## src/rtl/wdrc_pkg.sv

```systemverilog
// =====================================================================
// What this block does
// - watchdog counts sub clock, source selectable
// - period select sets timeout in sub-clock periods
// - key 10101 disables, 01010 enables watchdog
// - other key codes reset after soft delay
// - invalid key reset sets watchdog key flag
// - watchdog key flag cleared only by software
// - enable key powers up as 01010
// - running overflow resets device, sets timeout flag
// - sleep overflow sets timeout, resets PC, SP
// - counter cleared by key reset, clear, halt
// - power-on reset zeroes program counter
// - power-on sets port data, direction all ones
// - brownout on unless power-down, resets, sets event flag
// - brownout needs low longer than filter time
// - level select accepts four defined codes
// - other level code resets, reloads 01010101
// - genuine brownout keeps level select contents
// - bad level code sets flag, software clears
// - brownout reset sets event flag, software clears
// - brownout disabled during power-down mode
// - control bits six to four read zero
// - idle or sleep entry clears counter
// - sleep timeout leaves timeout, power-down set
package wdrc_pkg;

  // =====================================================================
  // register offsets (byte addresses)
  localparam logic [11:0] WDRC_OFS_WDOG_CTRL  = 12'h000;
  localparam logic [11:0] WDRC_OFS_FLAG_CTRL  = 12'h004;
  localparam logic [11:0] WDRC_OFS_LEVEL_SEL  = 12'h008;
  localparam logic [11:0] WDRC_OFS_SUBCLK_CFG = 12'h00C;
  localparam logic [11:0] WDRC_OFS_STATUS     = 12'h010;
  localparam logic [11:0] WDRC_OFS_PORT       = 12'h014;

  // =====================================================================
  // field positions
  localparam int WDRC_KEY_LSB       = 3;
  localparam int WDRC_FLG_IDLE_KEEP = 7;
  localparam int WDRC_FLG_SUBCLK    = 3;
  localparam int WDRC_FLG_BROWNOUT  = 2;
  localparam int WDRC_FLG_LEVEL_KEY = 1;
  localparam int WDRC_FLG_WDOG_KEY  = 0;
  localparam int WDRC_SUBCLK_SEL    = 0;

  // =====================================================================
  // codes and reset values
  localparam logic [4:0] WDRC_KEY_DISABLE   = 5'h15;
  localparam logic [4:0] WDRC_KEY_ENABLE    = 5'h0A;
  localparam logic [7:0] WDRC_WDOG_CTRL_POR = 8'h53;
  localparam logic [7:0] WDRC_LEVEL_2V10    = 8'h55;
  localparam logic [7:0] WDRC_LEVEL_2V55    = 8'h33;
  localparam logic [7:0] WDRC_LEVEL_3V15    = 8'h99;
  localparam logic [7:0] WDRC_LEVEL_3V80    = 8'hAA;
  localparam logic [7:0] WDRC_LEVEL_POR     = 8'h55;
  localparam logic [7:0] WDRC_SUBCLK_POR    = 8'h2A;
  localparam logic [7:0] WDRC_PORT_POR      = 8'hFF;
  localparam logic [7:0] WDRC_FLAG_POR      = 8'h00;

  // =====================================================================
  // timing
  localparam int WDRC_CLK_MHZ            = 125;
  localparam int WDRC_SOFT_RESET_DELAY_NS = 1000;
  localparam int WDRC_BO_FILTER_TIME_NS   = 1000;
  localparam int WDRC_SOFT_RESET_CYCLES   =
    (WDRC_SOFT_RESET_DELAY_NS * WDRC_CLK_MHZ + 999) / 1000;
  localparam int WDRC_BO_FILTER_CYCLES    =
    (WDRC_BO_FILTER_TIME_NS * WDRC_CLK_MHZ + 999) / 1000;

  // =====================================================================
  // carriers
  typedef struct packed {
    logic        psel;
    logic        penable;
    logic        pwrite;
    logic [11:0] paddr;
    logic [31:0] pwdata;
  } wdrc_apb_req_s;

  typedef struct packed {
    logic clear_watchdog_instr;
    logic halt_instr;
    logic low_power;
    logic power_down;
  } wdrc_cpu_s;

endpackage

```

## src/rtl/wdrc_top.sv

```systemverilog
// Design decisions made here: the APB register port and the address map.
`timescale 1ns/1ps
module wdrc_top
  import wdrc_pkg::*;
#(
  parameter int SOFT_RESET_CYCLES = WDRC_SOFT_RESET_CYCLES,
  parameter int BO_FILTER_CYCLES  = WDRC_BO_FILTER_CYCLES,
  parameter int CNT_W             = 19
) (
  input  wire logic          clk_i,
  input  wire logic          rst_b_i,
  input  wire wdrc_apb_req_s apb_i,
  output logic               pready_o,
  output logic [31:0]        prdata_o,
  output logic               pslverr_o,
  input  wire wdrc_cpu_s     cpu_i,
  input  wire logic          low_speed_rc_osc_i,
  input  wire logic          low_speed_crystal_osc_i,
  input  wire logic          brownout_low_i,
  input  wire logic          subclk_cfg_fault_i,
  output logic               sys_reset_o,
  output logic               pc_sp_reset_o,
  output logic               timeout_status_flag_o,
  output logic               powerdown_status_flag_o,
  output logic [7:0]         brownout_threshold_o,
  output logic               idle_sysclk_keep_o,
  output logic [7:0]         port_data_o,
  output logic [7:0]         port_dir_o
);

  // =====================================================================
  // declarations
  logic [7:0]       wdog_ctrl_q;
  logic [7:0]       flag_ctrl_q;
  logic [7:0]       level_sel_q;
  logic [7:0]       subclk_cfg_q;
  logic [7:0]       port_data_q;
  logic [7:0]       port_dir_q;
  logic [1:0]       osc_meta_q;
  logic [1:0]       osc_sync_q;
  logic             sub_clock_q;
  logic             sub_clock;
  logic             sub_tick;
  logic [1:0]       bo_sync_q;
  logic [31:0]      bo_cnt_q;
  logic             bo_done_q;
  logic [CNT_W-1:0] wdog_cnt_q;
  logic [CNT_W-1:0] wdog_limit;
  logic [4:0]       wdog_enable_key;
  logic [2:0]       wdog_period_sel;
  logic             wdog_on;
  logic [1:0]       key_bad;
  logic [1:0]       key_fire;
  logic             level_ok;
  logic             wdog_ovf;
  logic             ovf_run;
  logic             ovf_sleep;
  logic             bo_fire;
  logic             dev_reset;
  logic             wr_en;
  logic             setup;
  logic [7:0]       wr_byte;
  logic             to_q;
  logic             pdf_q;
  logic             sys_reset_q;
  logic             pc_sp_reset_q;
  logic             pready_q;
  logic             pslverr_q;
  logic [31:0]      prdata_q;
  logic [31:0]      rd_data;
  logic             rd_hit;

  assign wdog_enable_key = wdog_ctrl_q[WDRC_KEY_LSB +: 5];
  assign wdog_period_sel = wdog_ctrl_q[2:0];
  assign wdog_on         = (wdog_enable_key == WDRC_KEY_ENABLE);

  // =====================================================================
  // sub clock: synchronise both oscillators, select, detect rising edge
  genvar g;
  generate
    for (g = 0; g < 2; g++) begin : g_osc
      always_ff @(posedge clk_i or negedge rst_b_i) begin
        if (!rst_b_i) begin
          osc_meta_q[g] <= 1'b0;
          osc_sync_q[g] <= 1'b0;
        end else begin
          osc_meta_q[g] <= (g == 0) ? low_speed_rc_osc_i : low_speed_crystal_osc_i;
          osc_sync_q[g] <= osc_meta_q[g];
        end
      end
    end
  endgenerate

  // source chosen by the subclock configuration register
  assign sub_clock = subclk_cfg_q[WDRC_SUBCLK_SEL] ? osc_sync_q[1] : osc_sync_q[0];
  assign sub_tick  = sub_clock & ~sub_clock_q;

  always_ff @(posedge clk_i or negedge rst_b_i) begin
    if (!rst_b_i) begin
      sub_clock_q <= 1'b0;
    end else begin
      sub_clock_q <= sub_clock;
    end
  end

  // =====================================================================
  // timeout limit from period select
  always_comb begin
    unique case (wdog_period_sel)
      3'h0:    wdog_limit = CNT_W'(19'h00100);
      3'h1:    wdog_limit = CNT_W'(19'h00400);
      3'h2:    wdog_limit = CNT_W'(19'h01000);
      3'h3:    wdog_limit = CNT_W'(19'h04000);
      3'h4:    wdog_limit = CNT_W'(19'h08000);
      3'h5:    wdog_limit = CNT_W'(19'h10000);
      3'h6:    wdog_limit = CNT_W'(19'h20000);
      3'h7:    wdog_limit = CNT_W'(19'h40000);
    endcase
  end

  // =====================================================================
  // reset sources
  assign level_ok = (level_sel_q == WDRC_LEVEL_2V10) || (level_sel_q == WDRC_LEVEL_2V55) ||
                    (level_sel_q == WDRC_LEVEL_3V15) || (level_sel_q == WDRC_LEVEL_3V80);
  assign key_bad[0] = (wdog_enable_key != WDRC_KEY_ENABLE) &&
                      (wdog_enable_key != WDRC_KEY_DISABLE);
  assign key_bad[1] = ~level_ok;

  assign wdog_ovf  = wdog_on && sub_tick && (wdog_cnt_q == wdog_limit - CNT_W'(1));
  assign ovf_run   = wdog_ovf && !cpu_i.low_power;
  assign ovf_sleep = wdog_ovf && cpu_i.low_power;
  assign dev_reset = ovf_run | key_fire[0] | key_fire[1] | bo_fire;

  // delayed software resets for bad watchdog key and bad level code
  generate
    for (g = 0; g < 2; g++) begin : g_key
      logic [31:0] dly_q;
      assign key_fire[g] = key_bad[g] && (dly_q == 32'(SOFT_RESET_CYCLES - 1));
      always_ff @(posedge clk_i or negedge rst_b_i) begin
        if (!rst_b_i) begin
          dly_q <= 32'h00000000;
        end else if (!key_bad[g] || dev_reset) begin
          dly_q <= 32'h00000000;
        end else begin
          dly_q <= dly_q + 32'h00000001;
        end
      end
    end
  endgenerate

  // brownout filter: low must persist past the filter time
  always_ff @(posedge clk_i or negedge rst_b_i) begin
    if (!rst_b_i) begin
      bo_sync_q <= 2'b00;
    end else begin
      bo_sync_q <= {bo_sync_q[0], brownout_low_i};
    end
  end

  assign bo_fire = bo_sync_q[1] && !cpu_i.power_down && !bo_done_q &&
                   (bo_cnt_q == 32'(BO_FILTER_CYCLES - 1));

  always_ff @(posedge clk_i or negedge rst_b_i) begin
    if (!rst_b_i) begin
      bo_cnt_q  <= 32'h00000000;
      bo_done_q <= 1'b0;
    end else if (!bo_sync_q[1] || cpu_i.power_down) begin
      bo_cnt_q  <= 32'h00000000;
      bo_done_q <= 1'b0;
    end else if (bo_fire) begin
      bo_done_q <= 1'b1;
    end else if (!bo_done_q) begin
      bo_cnt_q  <= bo_cnt_q + 32'h00000001;
    end
  end

  // =====================================================================
  // watchdog counter
  always_ff @(posedge clk_i or negedge rst_b_i) begin
    if (!rst_b_i) begin
      wdog_cnt_q <= '0;
    end else if (dev_reset || cpu_i.clear_watchdog_instr || cpu_i.halt_instr ||
                 wdog_ovf) begin
      wdog_cnt_q <= '0;
    end else if (wdog_on && sub_tick) begin
      wdog_cnt_q <= wdog_cnt_q + CNT_W'(1);
    end
  end

  // =====================================================================
  // reset and status outputs
  always_ff @(posedge clk_i or negedge rst_b_i) begin
    if (!rst_b_i) begin
      sys_reset_q   <= 1'b1;
      pc_sp_reset_q <= 1'b1;
    end else begin
      sys_reset_q   <= dev_reset;
      pc_sp_reset_q <= dev_reset | ovf_sleep;
    end
  end

  // timeout and power-down flags
  always_ff @(posedge clk_i or negedge rst_b_i) begin
    if (!rst_b_i) begin
      to_q  <= 1'b0;
      pdf_q <= 1'b0;
    end else if (wdog_ovf) begin
      to_q  <= 1'b1;
    end else if (cpu_i.halt_instr) begin
      to_q  <= 1'b0;
      pdf_q <= 1'b1;
    end else if (cpu_i.clear_watchdog_instr) begin
      to_q  <= 1'b0;
      pdf_q <= 1'b0;
    end
  end

  // =====================================================================
  // apb slave: one wait-free access phase
  assign setup   = apb_i.psel && !apb_i.penable;
  assign wr_en   = apb_i.psel && apb_i.penable && pready_q && apb_i.pwrite;
  assign wr_byte = apb_i.pwdata[7:0];

  always_comb begin
    rd_hit  = 1'b1;
    rd_data = 32'h00000000;
    unique case (apb_i.paddr)
      WDRC_OFS_WDOG_CTRL:  rd_data[7:0]  = wdog_ctrl_q;
      WDRC_OFS_FLAG_CTRL:  rd_data[7:0]  = flag_ctrl_q & 8'h8F;
      WDRC_OFS_LEVEL_SEL:  rd_data[7:0]  = level_sel_q;
      WDRC_OFS_SUBCLK_CFG: rd_data[7:0]  = subclk_cfg_q;
      WDRC_OFS_STATUS:     rd_data[2:0]  = {wdog_on, pdf_q, to_q};
      WDRC_OFS_PORT:       rd_data[15:0] = {port_dir_q, port_data_q};
      default:             rd_hit        = 1'b0;
    endcase
  end

  always_ff @(posedge clk_i or negedge rst_b_i) begin
    if (!rst_b_i) begin
      pready_q  <= 1'b0;
      pslverr_q <= 1'b0;
      prdata_q  <= 32'h00000000;
    end else begin
      pready_q  <= setup;
      pslverr_q <= setup && !rd_hit;
      prdata_q  <= (setup && !apb_i.pwrite) ? rd_data : 32'h00000000;
    end
  end

  // =====================================================================
  // watchdog control register
  always_ff @(posedge clk_i or negedge rst_b_i) begin
    if (!rst_b_i) begin
      wdog_ctrl_q <= WDRC_WDOG_CTRL_POR;
    end else if (dev_reset) begin
      wdog_ctrl_q <= WDRC_WDOG_CTRL_POR;
    end else if (wr_en && apb_i.paddr == WDRC_OFS_WDOG_CTRL) begin
      wdog_ctrl_q <= wr_byte;
    end
  end

  // level select: genuine brownout keeps it, other resets reload it
  always_ff @(posedge clk_i or negedge rst_b_i) begin
    if (!rst_b_i) begin
      level_sel_q <= WDRC_LEVEL_POR;
    end else if (ovf_run || key_fire[0] || key_fire[1]) begin
      level_sel_q <= WDRC_LEVEL_POR;
    end else if (bo_fire) begin
      level_sel_q <= level_sel_q;
    end else if (wr_en && apb_i.paddr == WDRC_OFS_LEVEL_SEL) begin
      level_sel_q <= wr_byte;
    end
  end

  // sticky reset-cause flags: hardware set wins over software clear
  always_ff @(posedge clk_i or negedge rst_b_i) begin
    if (!rst_b_i) begin
      flag_ctrl_q <= WDRC_FLAG_POR;
    end else begin
      if (dev_reset) begin
        flag_ctrl_q[WDRC_FLG_IDLE_KEEP] <= 1'b0;
      end else if (wr_en && apb_i.paddr == WDRC_OFS_FLAG_CTRL) begin
        flag_ctrl_q[WDRC_FLG_IDLE_KEEP] <= wr_byte[WDRC_FLG_IDLE_KEEP];
      end
      for (int i = 0; i < 4; i++) begin
        if (wr_en && apb_i.paddr == WDRC_OFS_FLAG_CTRL && !wr_byte[i]) begin
          flag_ctrl_q[i] <= 1'b0;
        end
      end
      if (key_fire[0]) begin
        flag_ctrl_q[WDRC_FLG_WDOG_KEY] <= 1'b1;
      end
      if (key_fire[1]) begin
        flag_ctrl_q[WDRC_FLG_LEVEL_KEY] <= 1'b1;
      end
      if (bo_fire) begin
        flag_ctrl_q[WDRC_FLG_BROWNOUT] <= 1'b1;
      end
      if (subclk_cfg_fault_i) begin
        flag_ctrl_q[WDRC_FLG_SUBCLK] <= 1'b1;
      end
    end
  end

  // subclock configuration
  always_ff @(posedge clk_i or negedge rst_b_i) begin
    if (!rst_b_i) begin
      subclk_cfg_q <= WDRC_SUBCLK_POR;
    end else if (dev_reset) begin
      subclk_cfg_q <= WDRC_SUBCLK_POR;
    end else if (wr_en && apb_i.paddr == WDRC_OFS_SUBCLK_CFG) begin
      subclk_cfg_q <= wr_byte;
    end
  end

  // port data and direction: inputs after any full reset
  always_ff @(posedge clk_i or negedge rst_b_i) begin
    if (!rst_b_i) begin
      port_data_q <= WDRC_PORT_POR;
      port_dir_q  <= WDRC_PORT_POR;
    end else if (dev_reset) begin
      port_data_q <= WDRC_PORT_POR;
      port_dir_q  <= WDRC_PORT_POR;
    end else if (wr_en && apb_i.paddr == WDRC_OFS_PORT) begin
      port_data_q <= apb_i.pwdata[7:0];
      port_dir_q  <= apb_i.pwdata[15:8];
    end
  end

  // =====================================================================
  // outputs
  assign pready_o                = pready_q;
  assign prdata_o                = prdata_q;
  assign pslverr_o               = pslverr_q;
  assign sys_reset_o             = sys_reset_q;
  assign pc_sp_reset_o           = pc_sp_reset_q;
  assign timeout_status_flag_o   = to_q;
  assign powerdown_status_flag_o = pdf_q;
  assign brownout_threshold_o    = level_sel_q;
  assign idle_sysclk_keep_o      = flag_ctrl_q[WDRC_FLG_IDLE_KEEP];
  assign port_data_o             = port_data_q;
  assign port_dir_o              = port_dir_q;

endmodule

```

## config.mk

```make
export PLATFORM = sky130hd
export DESIGN_NAME = wdrc_top
export DESIGN_NICKNAME = d
export VERILOG_FILES = /design/src/rtl/wdrc_pkg.sv /design/src/rtl/wdrc_top.sv
export SDC_FILE = /design/constraint.sdc
export NUM_CORES = 1
export LEC_CHECK = 0
export ABC_AREA = 1
export BUFFER_PORTS_ARGS = -buffer_cell sky130_fd_sc_hd__clkbuf_2
export CAP_MARGIN = 20
export CORE_AREA = 2 2 151 168
export DETAILED_ROUTE_END_ITERATION = 7
export DIE_AREA = 0 0 153 170
export PLACE_DENSITY = 0.69
export RECOVER_POWER = 100
export SYNTH_ARGS = -nofsm -noshare
export SYNTH_HDL_FRONTEND = slang
export SYNTH_SLANG_ARGS = --single-unit
```

## constraint.sdc

```tcl
create_clock -name clk_i -period 3.73 [get_ports clk_i]
set_input_delay 0.1865 -clock clk_i [delete_from_list [all_inputs] [get_ports clk_i]]
set_output_delay 0.1865 -clock clk_i [all_outputs]
set_load 0.05 [all_outputs]
```

# [After elaboration in Yosys (flattened, before gate mapping)]
# Memory sizes are Yosys's and may differ from the RTL's.
# Cells that the tools add are included.
[totals] word_cells=167 reg_bits=190 n_memories=1 output_inout_bits=63 inputBits=57 rom_bits=64
[op_classes] mux=40 add_sub_neg=5 n_reduce_logical=66 n_eq_ne=19 bitwise_logic=8
[memory_table] name="(name not given)" depth=8 width=8 rd=1 rd_clocked_by_memory_dff=0 wr=0 line_no="wdrc_top.sv:109" rtl="unique case (wdog_period_sel)"
[op_table] operator="32-bit two-way mux" count=5
[op_table] operator="32-bit by 1-bit adder with 32-bit output, second input constant" count=3
[op_table] operator="32-bit by 7-bit == test with 1-bit output, second input constant" count=3
[op_table] operator="8-bit two-way mux" count=12
[op_table] operator="19-bit two-way mux" count=2
[op_table] operator="1-bit logical AND" count=25
[op_table] operator="5-bit one-hot mux with 5 select lines" count=1
[op_table] operator="12-bit by 4-bit == test with 1-bit output, second input constant" count=2
[op_table] operator="12-bit by 5-bit == test with 1-bit output, second input constant" count=2
[op_table] operator="2-bit nonzero test" count=12
[op_table] operator="19-bit by 1-bit adder with 19-bit output, second input constant" count=1
[op_table] operator="19-bit == test" count=1
[op_table] operator="19-bit by 1-bit subtractor with 19-bit output, second input constant" count=1
[op_table] operator="1-bit two-way mux" count=18
[op_table] operator="3-bit one-hot mux with 6 select lines" count=1
[op_table] operator="8-bit == test, second input constant" count=2
[op_table] operator="16-bit two-way mux" count=1
[op_table] operator="12-bit by 3-bit == test with 1-bit output, second input constant" count=1
[op_table] operator="1-bit logical NOT" count=12
[op_table] operator="12-bit logical NOT" count=1
[op_table] operator="1-bit logical OR" count=11
[op_table] operator="8-bit by 6-bit == test with 1-bit output, second input constant" count=1
[op_table] operator="8-bit by 7-bit == test with 1-bit output, second input constant" count=1
[op_table] operator="2-bit by 1-bit != test with 1-bit output, second input constant" count=3
[op_table] operator="other kinds (9)" count=16

# [Depth between registers and ports, before layout]
[logic_depth] ltp_word=12 depth_mapped=18

# [Least setup slack after synthesis]
# OpenSTA, ideal clock, no wires.
[synth_path] path_type="register -> register" startpoint="reg wdog_ctrl_q[2]" endpoint="reg g_key[0].dly_q[16]" arrival_time_ns=2.142 required_time_ns=3.609 setup_ns=0.121 path_slack_ns=1.467 period_less_slack_ns=2.263 stages_incl_launch_ff=16 path_cell_list="dfrtp_1 > buf_2 > inv_4 > nand3_2 > ha_1 > or2_1 > nand3_1 > nand3_1 > nor2_1 > nand2_1 > nor2_2 > nand2_4 > and3_4 > nand2_8 > buf_6 > nor2_2"
[synth_between] elab_chain_len=10
[synth_lines] item="start: declaration" line_no="wdrc_top.sv:33" rtl="logic [7:0] wdog_ctrl_q;"
[synth_lines] item="start signal: assignment" line_no="wdrc_top.sv:258" rtl="wdog_ctrl_q <= wr_byte;"
[synth_lines] item="memory 8 x 8 bit"
[synth_lines] item="19-bit by 1-bit subtractor with 19-bit output" line_no="wdrc_top.sv:129" rtl="assign wdog_ovf = wdog_on && sub_tick && (wdog_cnt_q == wdog_limit - CNT_W'(1));"
[synth_lines] item="19-bit == test" line_no="wdrc_top.sv:129"
[synth_lines] item="1-bit logical AND" line_no="wdrc_top.sv:129"
[synth_lines] item="1-bit logical AND" line_no="wdrc_top.sv:130" rtl="assign ovf_run = wdog_ovf && !cpu_i.low_power;"
[synth_lines] item="1-bit bitwise OR (3 in a row)" line_no="wdrc_top.sv:132" rtl="assign dev_reset = ovf_run | key_fire[0] | key_fire[1] | bo_fire;"
[synth_lines] item="1-bit logical OR" line_no="wdrc_top.sv:142" rtl="end else if (!key_bad[g] || dev_reset) begin"
[synth_lines] item="32-bit two-way mux" line_no="wdrc_top.sv:142"
[synth_lines] item="end signal: assignment" line_no="wdrc_top.sv:145" rtl="dly_q <= dly_q + 32'h00000001;"
[synth_lines] item="end: declaration" line_no="wdrc_top.sv:137" rtl="logic [31:0] dly_q;"
# Every way passes these cells.
# A chain may end at the register's enable or synchronous reset.

# [Final worst setup path]
[layout_path] startpoint="reg wdog_ctrl_q[1]" endpoint="reg subclk_cfg_q[0]"
[layout_between] elab_chain_len=9 word_cells_on_any_way=10 cone_classes="1 x add/sub; 1 x eq/ne; 1 x mux; 3 x bitwise; 3 x reduce/logical; 1 x memory"
[layout_lines] item="memory 8 x 8 bit (*)"
[layout_lines] item="19-bit by 1-bit subtractor with 19-bit output (*)" line_no="wdrc_top.sv:129"
[layout_lines] item="19-bit == test (*)" line_no="wdrc_top.sv:129"
[layout_lines] item="1-bit logical AND (*)" line_no="wdrc_top.sv:129"
[layout_lines] item="1-bit logical AND (*)" line_no="wdrc_top.sv:130"
[layout_lines] item="1-bit bitwise OR (*) (3 in a row)" line_no="wdrc_top.sv:132"
[layout_lines] item="named net dev_reset" line_no="wdrc_top.sv:59" rtl="logic dev_reset;"
[layout_lines] item="8-bit two-way mux / 2-bit nonzero test (equally long branches)"
[layout_lines] item="end signal: assignment" line_no="wdrc_top.sv:312" rtl="subclk_cfg_q <= wr_byte;"
[layout_lines] item="end: declaration" line_no="wdrc_top.sv:36" rtl="logic [7:0] subclk_cfg_q;"
# The timed path passes the listed nets; every way through them passes the cells marked *.

==> metrics <==
die span in x=153 um; Worst setup EP type=register; DRC viols=0; Slew @ Worst Pin=2.40 ns; Seq cells post-synth=190; post-CTS setup buffer count=0; DRT iter0 DRCs=766; run status=complete, but fails checks; Multi-input gate area=4950 um2; period utilization=0.837; hold violation total from the final report=0; final setup vio count=0; final wirelength=25,100 um; initial antenna violation count=0; slowest CP cell=dfstp_1; Final Max Tran Viols=100; TritonCTS sink count=190; post-synth cell types=49; CP Data Required Time=4.05 ns; most frequent cell after synthesis=nand2_1; leading area contributor after synthesis=dfrtp_1; GR Overflow Total=0; drt wl/cell=14.0 um; Synth Flop Type=dfrtp_1; failing checks=max-capacitance violations, max-slew violations; Post-Syn Instances=1,372; DR pass1 iterations=7; power per standard cell area=339 nW/um2; compound-gate portion of the synthesized area=0.0503; Post-DP HPWL=18,400 um; fin cells=1,792; Synth Warn #=0; Clock Tree Buf Depth=2; ys async rst share=1.00; CP peak stage delay=0.63 ns; H-tree Lvls=4; met2 global-route usage=0.334; area of the mapped netlist=10,800 um2; CP Buf/Inv Count=3; hold crit path type=in -> reg; Seq/Total Area, Yosys=0.443; Routed Antenna Nets=0; CTS Root Cell=clkbuf_16; Final Skew=0.0143 ns; die area=26,000 um2; critical path type=reg -> reg; number of global-route vias before repair=8,918; worst path arrival time=3.44 ns; largest net degree at the start of global routing=100; grt met3 use=0.0354; io pins=120; fill cell count=2,387; Post-Synth XOR/XNOR Area=0.0688; leakage=0.00516 uW; f_max=0.320 GHz; global-route wire length before repair=42,400 um; fin nets=1,534; main combinational cell family by area after synthesis=simple AND/OR/NAND/NOR gates; CTS tree=yes; Core Footprint=24,200 um2; Max-slew headroom=-0.602; Reg clk slew, reported paths=0.08 ns; Vias=9,192; Tot GR Track Use=0.198; hold buffer count at cts=16; setup repair after global routing missed its margin=no; clk_lat worst skew=0.44 ns; GR peak layer=met2; Avg Inst Size Synth=7.88 um2; initial core utilization=0.446; vias per std cell=5.13; met1 Use GR=0.258; Synth area leaders=dfrtp_1 (37%), nand2_1 (9.2%), dfstp_2 (7.0%); IO Port Bufs=87; Num CTS Buffers=17; Tmin final=3.12 ns; crit path cell chain=inv_2, nand3_2, ha_1, inv_1, nand2_1, nand3_1, nor2_1, nand2_1, nor2_1, nand3_1, nor2_1, nand2_4, nand2_2, inv_2, nand2_1, a21oi_1; number of diodes=0; post-synthesis simple-gate area fraction=0.335; placed insts=1,744; post-CTS sizing=0; Sequential cell area=4790 um2; Row Count=60; crit-path max FO=22; Max rail drop VDD=0.246 mV; synth-to-layout area growth=10.7%; Max-Cap Viols=1; setup_tns=0 ns; share of post-route cells with drive strength above 1=0.103; Setup crit start kind=register; Synth top cells by count=nand2_1 (264), nor2_1 (179), inv_1 (164); post-synth top area share=0.373; Post-synth EDFFs=0; GP Congestion=0.913; adder-cell share of the synthesized area=0.00925; multiplexer area fraction after synthesis=0.000925; height of the die=170 um; CP top delay family=simple AND/OR/NAND/NOR gates
## stage by stage
step,utilization,setup slack [ns],power [uW],instance area [um2],hold WS (ns)
floorplan,-,1.47,2200,10900,-0.109
global placement,0.471,0.806,2270,11400,0.295
detailed placement,0.471,0.771,2270,11400,0.296
CTS,0.503,0.752,4100,12200,0.00198
global route,0.494,0.258,4200,12000,0.0108
finish,0.494,0.609,4060,12000,0.0115
## report_power, final
part / switching [uW] / internal [uW] / total [uW]
Clock: 903 / 916 / 1820
Combinational: 129 / 40.1 / 170
Sequential: 3.10 / 2070 / 2070
## kinds of logic after synthesis
kind of cell / Yosys count
AO/OA/AOI/OAI: 95
other: 1
AND/OR/NAND/NOR: 768
XOR/XNOR: 85
buffers and inverters: 224
multiplexers: 1
flip-flops: 190
adder cells (fa/ha/maj): 8
## per-layer routing
layer | vias up | wire, um
met5 | - | 0
met2 | 235 | 12200
met1 | 4316 | 11300
met3 | 49 | 1090
met4 | 0 | 563
li1 | 4592 | -
## flip-flops by register name (all words and copies together) (netlist names), 2 cells and up
register / cells
port_dir_o: 8
bo_cnt_q: 32
osc_meta_q: 2
subclk_cfg_q: 8
flag_ctrl_q: 4
g_key.dly_q: 64
bo_sync_q: 2
prdata_o: 16
wdog_ctrl_q: 8
wdog_cnt_q: 19
port_data_o: 8
brownout_threshold_o: 8
osc_sync_q: 2
## cells in the final DEF, fill, tap and decap left out, types with 3 or more instances in the layout
master         Yosys  routed
nor2_1           179     227
nand3_1           58      58
xnor2_1           18      18
buf_4             21       4
nand2_1          264     265
o22ai_1            4       4
o31ai_1           13      13
nor3_2             6       5
dfrtp_1          161     161
a21oi_1           14      14
o21ai_1            9       7
dlygate4sd3_1      0      16
nand3_2            5       5
nand4_1           75      76
xor2_1            67      67
nor3_1            84      85
nor4_1            12      12
clkbuf_16          0      17
clkbuf_2           0      44
ha_1               8       8
clkinv_8           0       5
inv_1            164     166
conb_1             1      16
or2_2              8       8
inv_2             10       7
nand3b_1           4       4
dfstp_2           29      28
clkinv_4           0       3
nor2_2            60      12
clkbuf_1           9      49
o21ai_0           44      46
## area by class of cell
type                            instances  area share
Clock buffer                           19      0.0370
Clock inverter                         13      0.0130
Inverter                              175      0.0551
Multi-Input combinational cell        973       0.413
Sequential cell                       190       0.400
Tap cell                              310      0.0324
Timing Repair Buffer                  112      0.0493
## worst paths after layout
check | from | to | slack, ns | cells after the start
setup / recovery | wdog_ctrl_q[1]$_DFFE_PN1P_ | subclk_cfg_q[0]$_DFFE_PN0P_ | 0.61 | 16
hold / removal | apb_i[6] | subclk_cfg_q[6]$_DFFE_PN0P_ | 0.01 | 3
max in group asynchronous | rst_b_i | g_key[1].dly_q[30]$_DFF_PN0_ | 1.00 | 3
min in group asynchronous | rst_b_i | prdata_o[8]$_DFF_PN0_ | 0.99 | 2
hold reg to reg | osc_meta_q[1]$_DFF_PN0_ | osc_sync_q[1]$_DFF_PN0_ | 0.35 | 0
setup reg to reg | wdog_ctrl_q[1]$_DFFE_PN1P_ | subclk_cfg_q[0]$_DFFE_PN0P_ | 0.61 | 16
## worst reg2reg max path, delay by kind of cell (launching register included)
kind	cells	cell delay [ns]
flops	1	0.63
simple gates	11	1.61
compound gates	1	0.07
buf+inv	3	0.44
fa+ha+maj	1	0.25
Note: power is estimated with default switching activity, not from simulation.
